==> src/arcfg_pkg.sv <==
// shared constants for the rate and reference configuration block
//
// Overview of operation
// - rate_select bits 7:5 choose output rate
// - rate codes map to per-mode sample rates
// - rates flagged as scaled when external clock frequency differs
// - mode field bits 4:3 selects normal/duty/turbo
// - bit 2 selects single-shot or continuous
// - temp sensor overrides mux, gain, bypass
// - bit 0 switches burn-out sources
// - bits 7:6 select conversion reference
// - bits 5:4 select line rejection filter
// - bit 3 sets low-side switch behaviour
// - bits 2:0 set excitation current magnitude
// - registers at 01h and 02h, reset 00h
package arcfg_pkg;
    localparam logic [1:0] OFS_CONV_SETUP = 2'h1;
    localparam logic [1:0] OFS_REF_SETUP = 2'h2;
    localparam logic [7:0] RST_CONV_SETUP = 8'h00;
    localparam logic [7:0] RST_REF_SETUP = 8'h00;
    localparam int RATE_MSB = 7;
    localparam int RATE_LSB = 5;
    localparam int MODE_MSB = 4;
    localparam int MODE_LSB = 3;
    localparam int KIND_BIT = 2;
    localparam int TEMP_BIT = 1;
    localparam int BURN_BIT = 0;
    localparam int REF_MSB = 7;
    localparam int REF_LSB = 6;
    localparam int REJ_MSB = 5;
    localparam int REJ_LSB = 4;
    localparam int SW_BIT = 3;
    localparam int EXC_MSB = 2;
    localparam int EXC_LSB = 0;
    localparam logic [1:0] MODE_NORMAL = 2'h0;
    localparam logic [1:0] MODE_DUTY = 2'h1;
    localparam logic [1:0] MODE_TURBO = 2'h2;
    // rates in quarter-SPS at 4.096 MHz reference clock
    localparam logic [15:0] RATE_NORMAL_Q [0:6] = '{16'h0050, 16'h00b4, 16'h0168, 16'h02bc,
                                                   16'h0528, 16'h0960, 16'h0fa0};
    localparam logic [15:0] RATE_DUTY_Q [0:6] = '{16'h0014, 16'h002d, 16'h005a, 16'h00b0,
                                                 16'h014a, 16'h0258, 16'h03e8};
    // excitation magnitudes in uA, index is code
    localparam logic [10:0] EXC_UA [0:7] = '{11'h000, 11'h000, 11'h032, 11'h064,
                                            11'h0fa, 11'h1f4, 11'h3e8, 11'h5dc};
    localparam logic [10:0] BURNOUT_UA = 11'h00a;
    localparam int REF_CLK_KHZ = 4096;
endpackage

==> src/arcfg_decode.sv <==
// decode of latched settings into rate and current figures
module arcfg_decode (
    input wire logic [2:0] rate_code, // rate_select
    input wire logic [1:0] mode_code, // operating mode
    input wire logic [2:0] exc_code, // excitation_current_set
    output logic [15:0] rate_q, // rate in quarter-SPS
    output logic [10:0] exc_ua, // excitation per source, uA
    output logic code_bad // unused encoding seen
);
    always_comb begin
        rate_q = 16'h0000;
        if (rate_code != 3'h7) begin
            case (mode_code)
                arcfg_pkg::MODE_NORMAL: rate_q = arcfg_pkg::RATE_NORMAL_Q[rate_code];
                arcfg_pkg::MODE_DUTY: rate_q = arcfg_pkg::RATE_DUTY_Q[rate_code];
                arcfg_pkg::MODE_TURBO: rate_q = {arcfg_pkg::RATE_NORMAL_Q[rate_code][14:0], 1'b0};
                default: rate_q = 16'h0000;
            endcase
        end
        exc_ua = arcfg_pkg::EXC_UA[exc_code];
        code_bad = (rate_code == 3'h7) || (mode_code == 2'h3) || (exc_code == 3'h1);
    end
endmodule // arcfg_decode

==> src/arcfg_regs.sv <==
// configuration registers with avalon slave and conversion-time latching
module arcfg_regs #(
    parameter int EXT_CLK_KHZ = 4096
) (
    input wire logic CLK, // 250 MHz clock
    input wire logic SYS_RST, // async reset, high
    input wire logic [1:0] AVS_ADDRESS, // word address
    input wire logic AVS_READ, // read strobe
    input wire logic AVS_WRITE, // write strobe
    input wire logic [31:0] AVS_WRITEDATA, // write data
    input wire logic [3:0] AVS_BYTEENABLE, // byte enables
    output logic [31:0] AVS_READDATA, // read data
    output logic AVS_WAITREQUEST, // wait request
    output logic AVS_RESPONSE_ERR, // unmapped access
    input wire logic EXT_CLK_SEL, // external clock in use
    input wire logic CONV_BEGIN, // begin_convert_cmd pulse
    input wire logic SLEEP_CMD, // sleep_cmd pulse
    input wire logic CONV_DONE, // conversion finished pulse
    output logic [2:0] RATE_SEL, // active rate_select
    output logic [1:0] OP_MODE, // active mode
    output logic [15:0] RATE_QSPS, // active rate quarter-SPS
    output logic RATE_SCALED, // rate scaled by ext clock
    output logic MOD_CLK_FAST, // 512 kHz modulator
    output logic DUTY_CYCLE_ON, // 1:4 duty operation
    output logic CONT_CONV, // continuous conversion
    output logic TEMP_SENSE, // temperature sensor mode
    output logic USE_MUX_CFG, // mux/gain/bypass honoured
    output logic BURNOUT_ON, // burn-out sources on
    output logic [10:0] BURNOUT_UA, // burn-out current uA
    output logic [1:0] REF_SEL, // reference source
    output logic FORCE_INT_REF, // internal reference forced
    output logic [1:0] LINE_REJ, // FIR rejection choice
    output logic LOWSIDE_CLOSED, // low-side switch closed
    output logic [10:0] EXC_UA_OUT, // excitation per source
    output logic CFG_INVALID, // unused code active
    output logic REJ_MISUSE, // rejection at wrong rate
    output logic BUSY // conversion in progress
);
    logic [7:0] conv_setup_reg;
    logic [7:0] ref_setup_reg;
    logic [7:0] act_conv_reg;
    logic [7:0] act_ref_reg;
    logic busy_reg;
    logic wait_reg;
    logic [15:0] rate_q;
    logic [10:0] exc_ua;
    logic code_bad;
    logic hit;

    assign hit = (AVS_ADDRESS == arcfg_pkg::OFS_CONV_SETUP) || (AVS_ADDRESS == arcfg_pkg::OFS_REF_SETUP);

    // one wait cycle, then acknowledge
    always_ff @(posedge CLK or posedge SYS_RST) begin
        if (SYS_RST) begin
            wait_reg <= 1'b1;
        end else if ((AVS_READ || AVS_WRITE) && wait_reg) begin
            wait_reg <= 1'b0;
        end else begin
            wait_reg <= 1'b1;
        end
    end
    assign AVS_WAITREQUEST = wait_reg;

    always_ff @(posedge CLK or posedge SYS_RST) begin
        if (SYS_RST) begin
            conv_setup_reg <= arcfg_pkg::RST_CONV_SETUP;
            ref_setup_reg <= arcfg_pkg::RST_REF_SETUP;
        end else if (AVS_WRITE && !wait_reg && AVS_BYTEENABLE[0]) begin
            if (AVS_ADDRESS == arcfg_pkg::OFS_CONV_SETUP) begin
                conv_setup_reg <= AVS_WRITEDATA[7:0];
            end
            if (AVS_ADDRESS == arcfg_pkg::OFS_REF_SETUP) begin
                ref_setup_reg <= AVS_WRITEDATA[7:0];
            end
        end
    end

    // read data registered during wait cycle
    always_ff @(posedge CLK or posedge SYS_RST) begin
        if (SYS_RST) begin
            AVS_READDATA <= 32'h0000_0000;
            AVS_RESPONSE_ERR <= 1'b0;
        end else if ((AVS_READ || AVS_WRITE) && wait_reg) begin
            AVS_RESPONSE_ERR <= !hit;
            case (AVS_ADDRESS)
                arcfg_pkg::OFS_CONV_SETUP: AVS_READDATA <= {24'h000000, conv_setup_reg};
                arcfg_pkg::OFS_REF_SETUP: AVS_READDATA <= {24'h000000, ref_setup_reg};
                default: AVS_READDATA <= 32'h0000_0000;
            endcase
        end else begin
            AVS_RESPONSE_ERR <= 1'b0;
        end
    end

    always_ff @(posedge CLK or posedge SYS_RST) begin
        if (SYS_RST) begin
            act_conv_reg <= arcfg_pkg::RST_CONV_SETUP;
            act_ref_reg <= arcfg_pkg::RST_REF_SETUP;
        end else if (!busy_reg || (CONV_DONE && act_conv_reg[arcfg_pkg::KIND_BIT])) begin
            act_conv_reg <= conv_setup_reg;
            act_ref_reg <= ref_setup_reg;
        end
    end

    always_ff @(posedge CLK or posedge SYS_RST) begin
        if (SYS_RST) begin
            busy_reg <= 1'b0;
        end else if (SLEEP_CMD) begin
            busy_reg <= 1'b0;
        end else if (CONV_BEGIN) begin
            busy_reg <= 1'b1;
        end else if (CONV_DONE && !act_conv_reg[arcfg_pkg::KIND_BIT]) begin
            busy_reg <= 1'b0;
        end
    end

    always_ff @(posedge CLK or posedge SYS_RST) begin
        if (SYS_RST) begin
            LOWSIDE_CLOSED <= 1'b0;
        end else if (!ref_setup_reg[arcfg_pkg::SW_BIT]) begin
            LOWSIDE_CLOSED <= 1'b0;
        end else if (SLEEP_CMD) begin
            LOWSIDE_CLOSED <= 1'b0;
        end else if (CONV_BEGIN) begin
            LOWSIDE_CLOSED <= 1'b1;
        end
    end

    arcfg_decode u_decode (
        .rate_code(act_conv_reg[arcfg_pkg::RATE_MSB:arcfg_pkg::RATE_LSB]),
        .mode_code(act_conv_reg[arcfg_pkg::MODE_MSB:arcfg_pkg::MODE_LSB]),
        .exc_code(act_ref_reg[arcfg_pkg::EXC_MSB:arcfg_pkg::EXC_LSB]),
        .rate_q(rate_q),
        .exc_ua(exc_ua),
        .code_bad(code_bad)
    );

    // decoded outputs, registered
    always_ff @(posedge CLK or posedge SYS_RST) begin
        if (SYS_RST) begin
            RATE_SEL <= 3'h0;
            OP_MODE <= 2'h0;
            RATE_QSPS <= 16'h0000;
            RATE_SCALED <= 1'b0;
            MOD_CLK_FAST <= 1'b0;
            DUTY_CYCLE_ON <= 1'b0;
            CONT_CONV <= 1'b0;
            TEMP_SENSE <= 1'b0;
            USE_MUX_CFG <= 1'b1;
            BURNOUT_ON <= 1'b0;
            BURNOUT_UA <= 11'h000;
            REF_SEL <= 2'h0;
            FORCE_INT_REF <= 1'b0;
            LINE_REJ <= 2'h0;
            EXC_UA_OUT <= 11'h000;
            CFG_INVALID <= 1'b0;
            REJ_MISUSE <= 1'b0;
            BUSY <= 1'b0;
        end else begin
            RATE_SEL <= act_conv_reg[arcfg_pkg::RATE_MSB:arcfg_pkg::RATE_LSB];
            OP_MODE <= act_conv_reg[arcfg_pkg::MODE_MSB:arcfg_pkg::MODE_LSB];
            RATE_QSPS <= rate_q;
            RATE_SCALED <= EXT_CLK_SEL && (EXT_CLK_KHZ != arcfg_pkg::REF_CLK_KHZ);
            MOD_CLK_FAST <= act_conv_reg[arcfg_pkg::MODE_MSB:arcfg_pkg::MODE_LSB] == arcfg_pkg::MODE_TURBO;
            DUTY_CYCLE_ON <= act_conv_reg[arcfg_pkg::MODE_MSB:arcfg_pkg::MODE_LSB] == arcfg_pkg::MODE_DUTY;
            CONT_CONV <= act_conv_reg[arcfg_pkg::KIND_BIT];
            TEMP_SENSE <= act_conv_reg[arcfg_pkg::TEMP_BIT];
            USE_MUX_CFG <= !act_conv_reg[arcfg_pkg::TEMP_BIT];
            FORCE_INT_REF <= act_conv_reg[arcfg_pkg::TEMP_BIT];
            BURNOUT_ON <= act_conv_reg[arcfg_pkg::BURN_BIT];
            BURNOUT_UA <= act_conv_reg[arcfg_pkg::BURN_BIT] ? arcfg_pkg::BURNOUT_UA : 11'h000;
            REF_SEL <= act_conv_reg[arcfg_pkg::TEMP_BIT] ? 2'h0 : act_ref_reg[arcfg_pkg::REF_MSB:arcfg_pkg::REF_LSB];
            LINE_REJ <= act_ref_reg[arcfg_pkg::REJ_MSB:arcfg_pkg::REJ_LSB];
            EXC_UA_OUT <= exc_ua;
            CFG_INVALID <= code_bad;
            REJ_MISUSE <= (act_ref_reg[arcfg_pkg::REJ_MSB:arcfg_pkg::REJ_LSB] != 2'h0) &&
                          !((act_conv_reg[arcfg_pkg::RATE_MSB:arcfg_pkg::RATE_LSB] == 3'h0) &&
                            ((act_conv_reg[arcfg_pkg::MODE_MSB:arcfg_pkg::MODE_LSB] == arcfg_pkg::MODE_NORMAL) ||
                             (act_conv_reg[arcfg_pkg::MODE_MSB:arcfg_pkg::MODE_LSB] == arcfg_pkg::MODE_DUTY)));
            BUSY <= busy_reg;
        end
    end
endmodule // arcfg_regs

==> config.mk <==
export PLATFORM = sky130hd
export DESIGN_NAME = arcfg_regs
export DESIGN_NICKNAME = d
export VERILOG_FILES = /design/src/arcfg_pkg.sv /design/src/arcfg_decode.sv /design/src/arcfg_regs.sv
export SDC_FILE = /design/constraint.sdc
export NUM_CORES = 1
export LEC_CHECK = 0
export BUFFER_PORTS_ARGS = -buffer_cell sky130_fd_sc_hd__clkbuf_2
export CAP_MARGIN = 20
export CELL_PAD_IN_SITES_DETAIL_PLACEMENT = 0
export CELL_PAD_IN_SITES_GLOBAL_PLACEMENT = 1
export CORE_MARGIN = 2
export CORE_UTILIZATION = 41
export DETAILED_ROUTE_END_ITERATION = 8
export PLACE_DENSITY_LB_ADDON = 0.2
export SYNTH_ARGS = -nofsm -noshare
export SYNTH_HDL_FRONTEND = slang
export SYNTH_HIERARCHICAL = 1
export SYNTH_SLANG_ARGS = --single-unit
export TNS_END_PERCENT = 5
==> constraint.sdc <==
create_clock -name CLK -period 6.54 [get_ports CLK]
set_input_delay 0 -clock CLK [delete_from_list [all_inputs] [get_ports CLK]]
set_output_delay 0 -clock CLK [all_outputs]
set_load 0.005 [all_outputs]
==> impl_metrics.json, run 1 <==
{
  "r2r_setup_slack_ns": 4.74,
  "cts_setup_buffers": 0,
  "synth_edf_count": 0,
  "viasPerCell": 4.58,
  "row_count": 35,
  "slew_headroom_pct": 52.0,
  "critPathTopFamily": "flip-flops",
  "synth_cell_types": 49,
  "drtIter0Drc": 40,
  "irDropWorstVdd_mv": 0.140,
  "dr.max_layer_used": "met4",
  "ys_ff_latch": 88,
  "largest_reg_flops": 16,
  "synth.top_cell.area_share_pct": 56.0,
  "clkTransAtPathRegs_ns": 0.10,
  "setup_viol": 0,
  "drv_cap": 0,
  "rsz0062_at_grt": "no",
  "postRouteAntennaNets": 0,
  "tightest_slew_ns": 0.720,
  "grt_pass1_wl_mm": 10.8,
  "worstReg2RegStart": "act_conv_reg[7]",
  "clk_latency_ns": 0.35,
  "antenna_cells": 0,
  "finalCritPeriodShare_pct": 27.5,
  "crit_type": "reg -> reg",
  "yosys.area.top_type": "dfrtp_1",
  "synth_area_mm2": 0.00384,
  "clock_path_buffers": 2,
  "skew_ns": 0.0169,
  "cp_max_fo": 27,
  "leakage_nw": 2.23,
  "slowest_stage": "dfrtp_1",
  "critPathMaxStageDelay_ns": 0.82,
  "area_growth_pct": 16.9,
  "min_period_ns": 1.80,
  "reg.largest.list": "RATE_QSPS: 16 flops, EXC_UA_OUT: 11 flops",
  "die_x_um": 101,
  "syn-instance-count": 307,
  "grt_max_degree": 89,
  "endpoint_kind": "register",
  "arrival_ns": 2.05,
  "power.density_mw_per_mm2": 369,
  "synth-seq-area-share_pct": 57.3,
  "max_freq_mhz": 555,
  "netlist_top_cells_count": "86 x dfrtp_1, 45 x buf_4, 28 x mux2_2, 17 x nor2_1, 13 x nor2b_1",
  "track_usage_pct": 13.9,
  "path_cells": "nor2b_1, a21oi_1, o32ai_2",
  "finalMaxSlewViolations": 0,
  "routabilityCongestion": 0.868,
  "h-tree-depth": 3,
  "drt_pass1_iterations": 4,
  "synthTopCellsByArea": "dfrtp_1 56%, buf_4 8.8%, mux2_2 8.2%, ha_1 3.3%, nor2b_1 2.1%",
  "antenna_found_initial": 0,
  "crit_buf_inv": 0,
  "top_register": "RATE_QSPS",
  "final_hold_viol_count": 0,
  "dpl.hpwl_mm": 4.47,
  "io_pins": 139,
  "drc_errors": 0,
  "synth-main-ff-cell": "dfrtp_1",
  "wirelength_mm": 6.71,
  "coreArea_mm2": 0.00915,
  "cp-endpoint": "RATE_QSPS[4]",
  "cts_buffers": 9,
  "fin_nets": 448,
  "cts_tree": "done",
  "grt-ovfl-total": 0,
  "port-buffer-count": 76,
  "fill_cells": 846,
  "die_h_um": 101,
  "tns_ns": 0,
  "finalPower_mw": 1.66,
  "reg2reg_depth": 3,
  "dr_wl_met3_um": 318,
  "die-area_mm2": 0.0102,
  "r2r-end": "RATE_QSPS[4]",
  "initial_core_util_pct": 42.0,
  "yosysMostFrequentCell": "dfrtp_1",
  "wl_met1_mm": 3.13,
  "ys_warn_count": 6,
  "ys_async_sr_fraction_pct": 100,
  "syn_area_per_cell_um2": 12.5,
  "drive_gt1_share_pct": 34.0,
  "worstSetupStartpoint": "act_conv_reg[7]",
  "root_buffer": "clkbuf_8",
  "hold_class": "in -> reg",
  "wl_met2_mm": 3.20,
  "startpoint_type": "register",
  "cp.depth": 3,
  "grt_pass1_vias": 2106,
  "vias": 2329,
  "routedWlPerCell_um": 13.2,
  "numClockSinks": 88,
  "outcome": "finished clean",
  "required_ns": 6.79
}
[what timing repair did]
action / in CTS / in global routing
endpoints found under the hold margin: 19 / 16
endpoints found under the setup margin: 0 / 0
gates resized for setup: 0 / 0
hold buffers: 12 / 1
[power by group]
part           internal [mW]  total (mW)  switching, mW
Clock                  0.193       0.399          0.205
Combinational          0.233       0.426          0.193
Sequential             0.702       0.834          0.132
Total                   1.13        1.66          0.530
[stage by stage]
| step | utilization, % | hold WS, ns | cell area [µm²] | setup WS [ns] | cells |
|---|---|---|---|---|---|
| after floorplan | - | 0.0664 | 3980 | 4.26 | 343 |
| after global placement | 45.1 | 0.177 | 4130 | 4.73 | 478 |
| after detailed placement | 45.1 | 0.179 | 4130 | 4.76 | 478 |
| after CTS | 48.7 | 0.00949 | 4460 | 4.73 | 506 |
| after global routing | 49.1 | 0.0396 | 4500 | 4.57 | 508 |
| final | 49.1 | 0.0292 | 4500 | 4.74 | 508 |
[kinds of logic after synthesis]
| group | synth area share, % |
|---|---|
| other | 0.195 |
| adders and majority gates | 3.25 |
| DFF | 57.3 |
| and+or+nand+nor | 9.24 |
| xor gates and xnor gates | 0.456 |
| muxes | 9.92 |
| AOI/OAI and AO/OA | 8.85 |
| buffers and inverters | 10.7 |
[routing by layer]
layer / GRT usage (%) / up-vias
met5: 0 / -
met4: 5.48 / 0
met3: 3.61 / 4
met2: 20.6 / 67
met1: 19.5 / 1133
li1: - / 1125
[how the worst min path moves through the flow]
stage	from	to	depth (start not counted)
after floorplan	SLEEP_CMD	busy_reg	1
after global placement	SLEEP_CMD	busy_reg	2
after detailed placement	SLEEP_CMD	busy_reg	2
after CTS	SYS_RST	EXC_UA_OUT[0]	3
after global routing	AVS_WRITE	AVS_WAITREQUEST	2
final	AVS_WRITE	AVS_WAITREQUEST	2
[layout by cell type (no fill, tap or decap), types with 3 or more instances in the layout]
master / n
conb_1: 38
nand2_1: 11
clkbuf_8: 10
mux2_2: 28
mux2_4: 3
a31oi_1: 3
nor2_1: 17
nand2b_1: 8
o21ai_0: 12
dlygate4sd3_1: 13
nor2b_1: 13
inv_1: 7
ha_1: 10
dfrtp_1: 86
a21oi_1: 7
a22oi_1: 9
clkbuf_2: 76
[area by class of cell]
| cell class | count | area [µm²] | share of cell area (%) |
|---|---|---|---|
| sequential | 88 | 2200 | 49.0 |
| tap | 111 | 139 | 3.09 |
| inverter | 8 | 31.3 | 0.696 |
| clock buffer | 10 | 138 | 3.06 |
| multi-input combinational | 194 | 1360 | 30.3 |
| clock inverter | 6 | 75.1 | 1.67 |
| timing repair buffer | 91 | 546 | 12.1 |
(Power assumes the default switching activity.)
==> run 2: changes to the inputs <==
--- a/config.mk
+++ b/config.mk
@@ -5,12 +5,13 @@
 export SDC_FILE = /design/constraint.sdc
 export NUM_CORES = 1
 export LEC_CHECK = 0
+export ABC_AREA = 1
 export BUFFER_PORTS_ARGS = -buffer_cell sky130_fd_sc_hd__clkbuf_2
 export CAP_MARGIN = 20
 export CELL_PAD_IN_SITES_DETAIL_PLACEMENT = 0
 export CELL_PAD_IN_SITES_GLOBAL_PLACEMENT = 1
 export CORE_MARGIN = 2
-export CORE_UTILIZATION = 41
+export CORE_UTILIZATION = 36
 export DETAILED_ROUTE_END_ITERATION = 8
 export PLACE_DENSITY_LB_ADDON = 0.2
 export SYNTH_ARGS = -nofsm -noshare
==> constraint.sdc (replaced) <==
create_clock -name CLK -period 1.8 [get_ports CLK]
set_input_delay 0 -clock CLK [delete_from_list [all_inputs] [get_ports CLK]]
set_output_delay 0 -clock CLK [all_outputs]
set_load 0.005 [all_outputs]
==> run 2 against run 1 <==
Sequential power rose to 3.3 times the previous value. Worst hold slack better by 0.032 ns. Synthesized cell count up 37%. Highest routed layer unchanged. Critical endpoint is now RATE_QSPS[6]. Core utilization down 4.9 points. Area after synthesis about the same. Worst setup slack worse by 4.4 ns.
==> impl_metrics.json, run 2 <==
{
  "rsz0062_at_grt": "no",
  "min_path_cells": 4,
  "die_x_um": 107,
  "routabilityCongestion": 0.823,
  "critPathTopFamily": "flip-flops",
  "area_growth_pct": 19.1,
  "leakage_nw": 2.56,
  "syn-instance-count": 421,
  "numClockSinks": 88,
  "vias": 2811,
  "antenna_found_initial": 0,
  "synth_area_mm2": 0.00385,
  "wl_met2_mm": 3.54,
  "slew_headroom_pct": 58.7,
  "clk_latency_ns": 0.36,
  "grt_pass1_wl_mm": 12.4,
  "fin_nets": 572,
  "skew_ns": 0.0108,
  "finalCritPeriodShare_pct": 81.3,
  "routedWlPerCell_um": 11.6,
  "arrival_ns": 1.70,
  "cp_max_fo": 8,
  "tightest_slew_ns": 0.618,
  "stdcell_area_mm2": 0.00458,
  "grt_max_degree": 38,
  "wirelength_mm": 7.62,
  "drive_gt1_share_pct": 22.5,
  "final_util_pct": 44.2,
  "synth-main-ff-cell": "dfrtp_1",
  "drtIter0Drc": 94,
  "tns_ns": 0,
  "cts_buffers": 9,
  "setup_viol": 0,
  "min_period_ns": 1.46,
  "regArea_mm2": 0.00220,
  "grt-ovfl-total": 0,
  "finalPower_mw": 5.38,
  "synth_cell_types": 26,
  "coreArea_mm2": 0.0104,
  "worstReg2RegStart": "act_conv_reg[6]",
  "final_common_cell": "nand2_1",
  "port-buffer-count": 76,
  "hold_class": "in -> reg",
  "dp_worst_setup_slack_ns": 0.363,
  "h-tree-depth": 3,
  "drc_errors": 0,
  "final_cells": 657,
  "track_usage_pct": 14.0,
  "synth.top_cell.area_share_pct": 55.9,
  "dr_wl_met3_um": 350,
  "root_buffer": "clkbuf_8",
  "yosys.area.top_type": "dfrtp_1",
  "crit_top_cell": "nor2_1",
  "required_ns": 2.04,
  "reg.largest.list": "RATE_QSPS: 16 flops, EXC_UA_OUT: 11 flops",
  "fill_cells": 1069,
  "dpl.hpwl_mm": 5.54,
  "r2r-end": "RATE_QSPS[6]",
  "grt_pass1_vias": 2529,
  "die-area_mm2": 0.0115,
  "irDropWorstVdd_mv": 0.488,
  "holdPathEnd": "act_conv_reg[0]",
  "postRouteAntennaNets": 0,
  "multi_input_area_mm2": 0.00129,
  "wl_met1_mm": 3.62,
  "synth_edf_count": 0,
  "ys_warn_count": 6,
  "syn_area_per_cell_um2": 9.14,
  "clock_path_buffers": 2,
  "ctsHoldBuffers": 15,
  "endpoint_kind": "register",
  "slowest_stage": "dfrtp_1",
  "placed_cell_area_mm2": 0.00425,
  "synthTopCellsByArea": "dfrtp_1 56%, nand2_1 14%, buf_4 8.8%, nand3_1 4.9%, ha_1 3.3%",
  "synth-seq-area-share_pct": 57.3,
  "power.density_mw_per_mm2": 1170,
  "reg2reg_depth": 8,
  "fin_ws_ns": 0.336,
  "r2r_setup_slack_ns": 0.34,
  "crit_type": "reg -> reg",
  "critPathMaxStageDelay_ns": 0.51,
  "largest_reg_flops": 16,
  "max_freq_mhz": 683,
  "drv_cap": 0,
  "ctsResizeCount": 0,
  "ys_ff_latch": 88,
  "path_cells": "inv_1, ha_1, inv_1, nand2_1, nand2_1, nor2_1, nor2_1, nor2_1",
  "finalMaxSlewViolations": 0,
  "drt_pass1_iterations": 4,
  "die_h_um": 107,
  "dp_cells": 626,
  "final_hold_viol_count": 0,
  "netlist_top_cells_count": "140 x nand2_1, 86 x dfrtp_1, 45 x buf_4, 38 x nand3_1, 30 x nor2_1",
  "cts_tree": "done",
  "io_pins": 139,
  "holdWs_ns": 0.0610,
  "ys_async_sr_fraction_pct": 100,
  "yosysMostFrequentCell": "nand2_1",
  "top_register": "RATE_QSPS",
  "startpoint_type": "register",
  "min_from": "CONV_DONE",
  "dr.max_layer_used": "met4",
  "row_count": 37,
  "cts_setup_buffers": 0,
  "viasPerCell": 4.28,
  "clkTransAtPathRegs_ns": 0.10,
  "outcome": "finished clean",
  "antenna_cells": 0,
  "initial_core_util_pct": 37.1,
  "crit_buf_inv": 2,
  "final_cell_mix": "140 x nand2_1, 86 x dfrtp_1, 76 x clkbuf_2"
}
[run 2: changes by cell type in the layout (fill, tap and decap cells not counted), moves of 6 or more]
cell,delta
nor2_1,+13
nand2b_1,-8
inv_2,+6
mux2_2,-28
a22oi_1,-8
nand2_1,+129
nand3_1,+36
inv_1,+13
nor2b_1,-13
[run 2: cells by family after synthesis]
| family | share of synthesized area [%] |
|---|---|
| other | 0.195 |
| buffers and inverters | 12.6 |
| adders and majority gates | 3.25 |
| and+or+nand+nor | 23.3 |
| DFF | 57.3 |
| AOI/OAI and AO/OA | 3.38 |
[run 2: area by class of cell]
type	count	area share, %
Clock inverter	6	0.928
Sequential cell	88	48.1
Clock buffer	10	3.00
Timing Repair Buffer	98	13.3
Inverter	32	2.76
Multi-Input combinational cell	287	28.2
Tap cell	136	3.71
[run 2: worst max-delay path by stage]
stage / depth (start not counted) / end / from / slack (ns)
6_report: 8 / RATE_QSPS[6] / act_conv_reg[6] / 0.34
5_1_grt: 8 / RATE_QSPS[4] / act_conv_reg[6] / 0.16
4_1_cts: 7 / RATE_QSPS[9] / act_conv_reg[6] / 0.34
3_5_place_dp: 8 / RATE_QSPS[4] / act_conv_reg[6] / 0.36
3_3_place_gp: 4 / RATE_QSPS[5] / act_conv_reg[6] / 0.37
2_1_floorplan: 7 / RATE_QSPS[9] / act_conv_reg[6] / 0.58
[run 2: tightest hold or removal path: cells and delay by family]
kind          cells  cell delay, ns
simple gates      3            0.30
buf+inv           1            0.10
[run 2: report_power, final]
group,switching (mW),internal [mW]
registers,0.308,2.46
logic,0.801,0.563
clock network,0.707,0.541
total,1.81,3.56
[run 2: layer usage]
metal  vias up  global-route usage, %
li1       1413                      -
met1      1313                   19.0
met2        77                   21.2
met3         8                   2.91
met4         0                   7.05
met5         -                      0
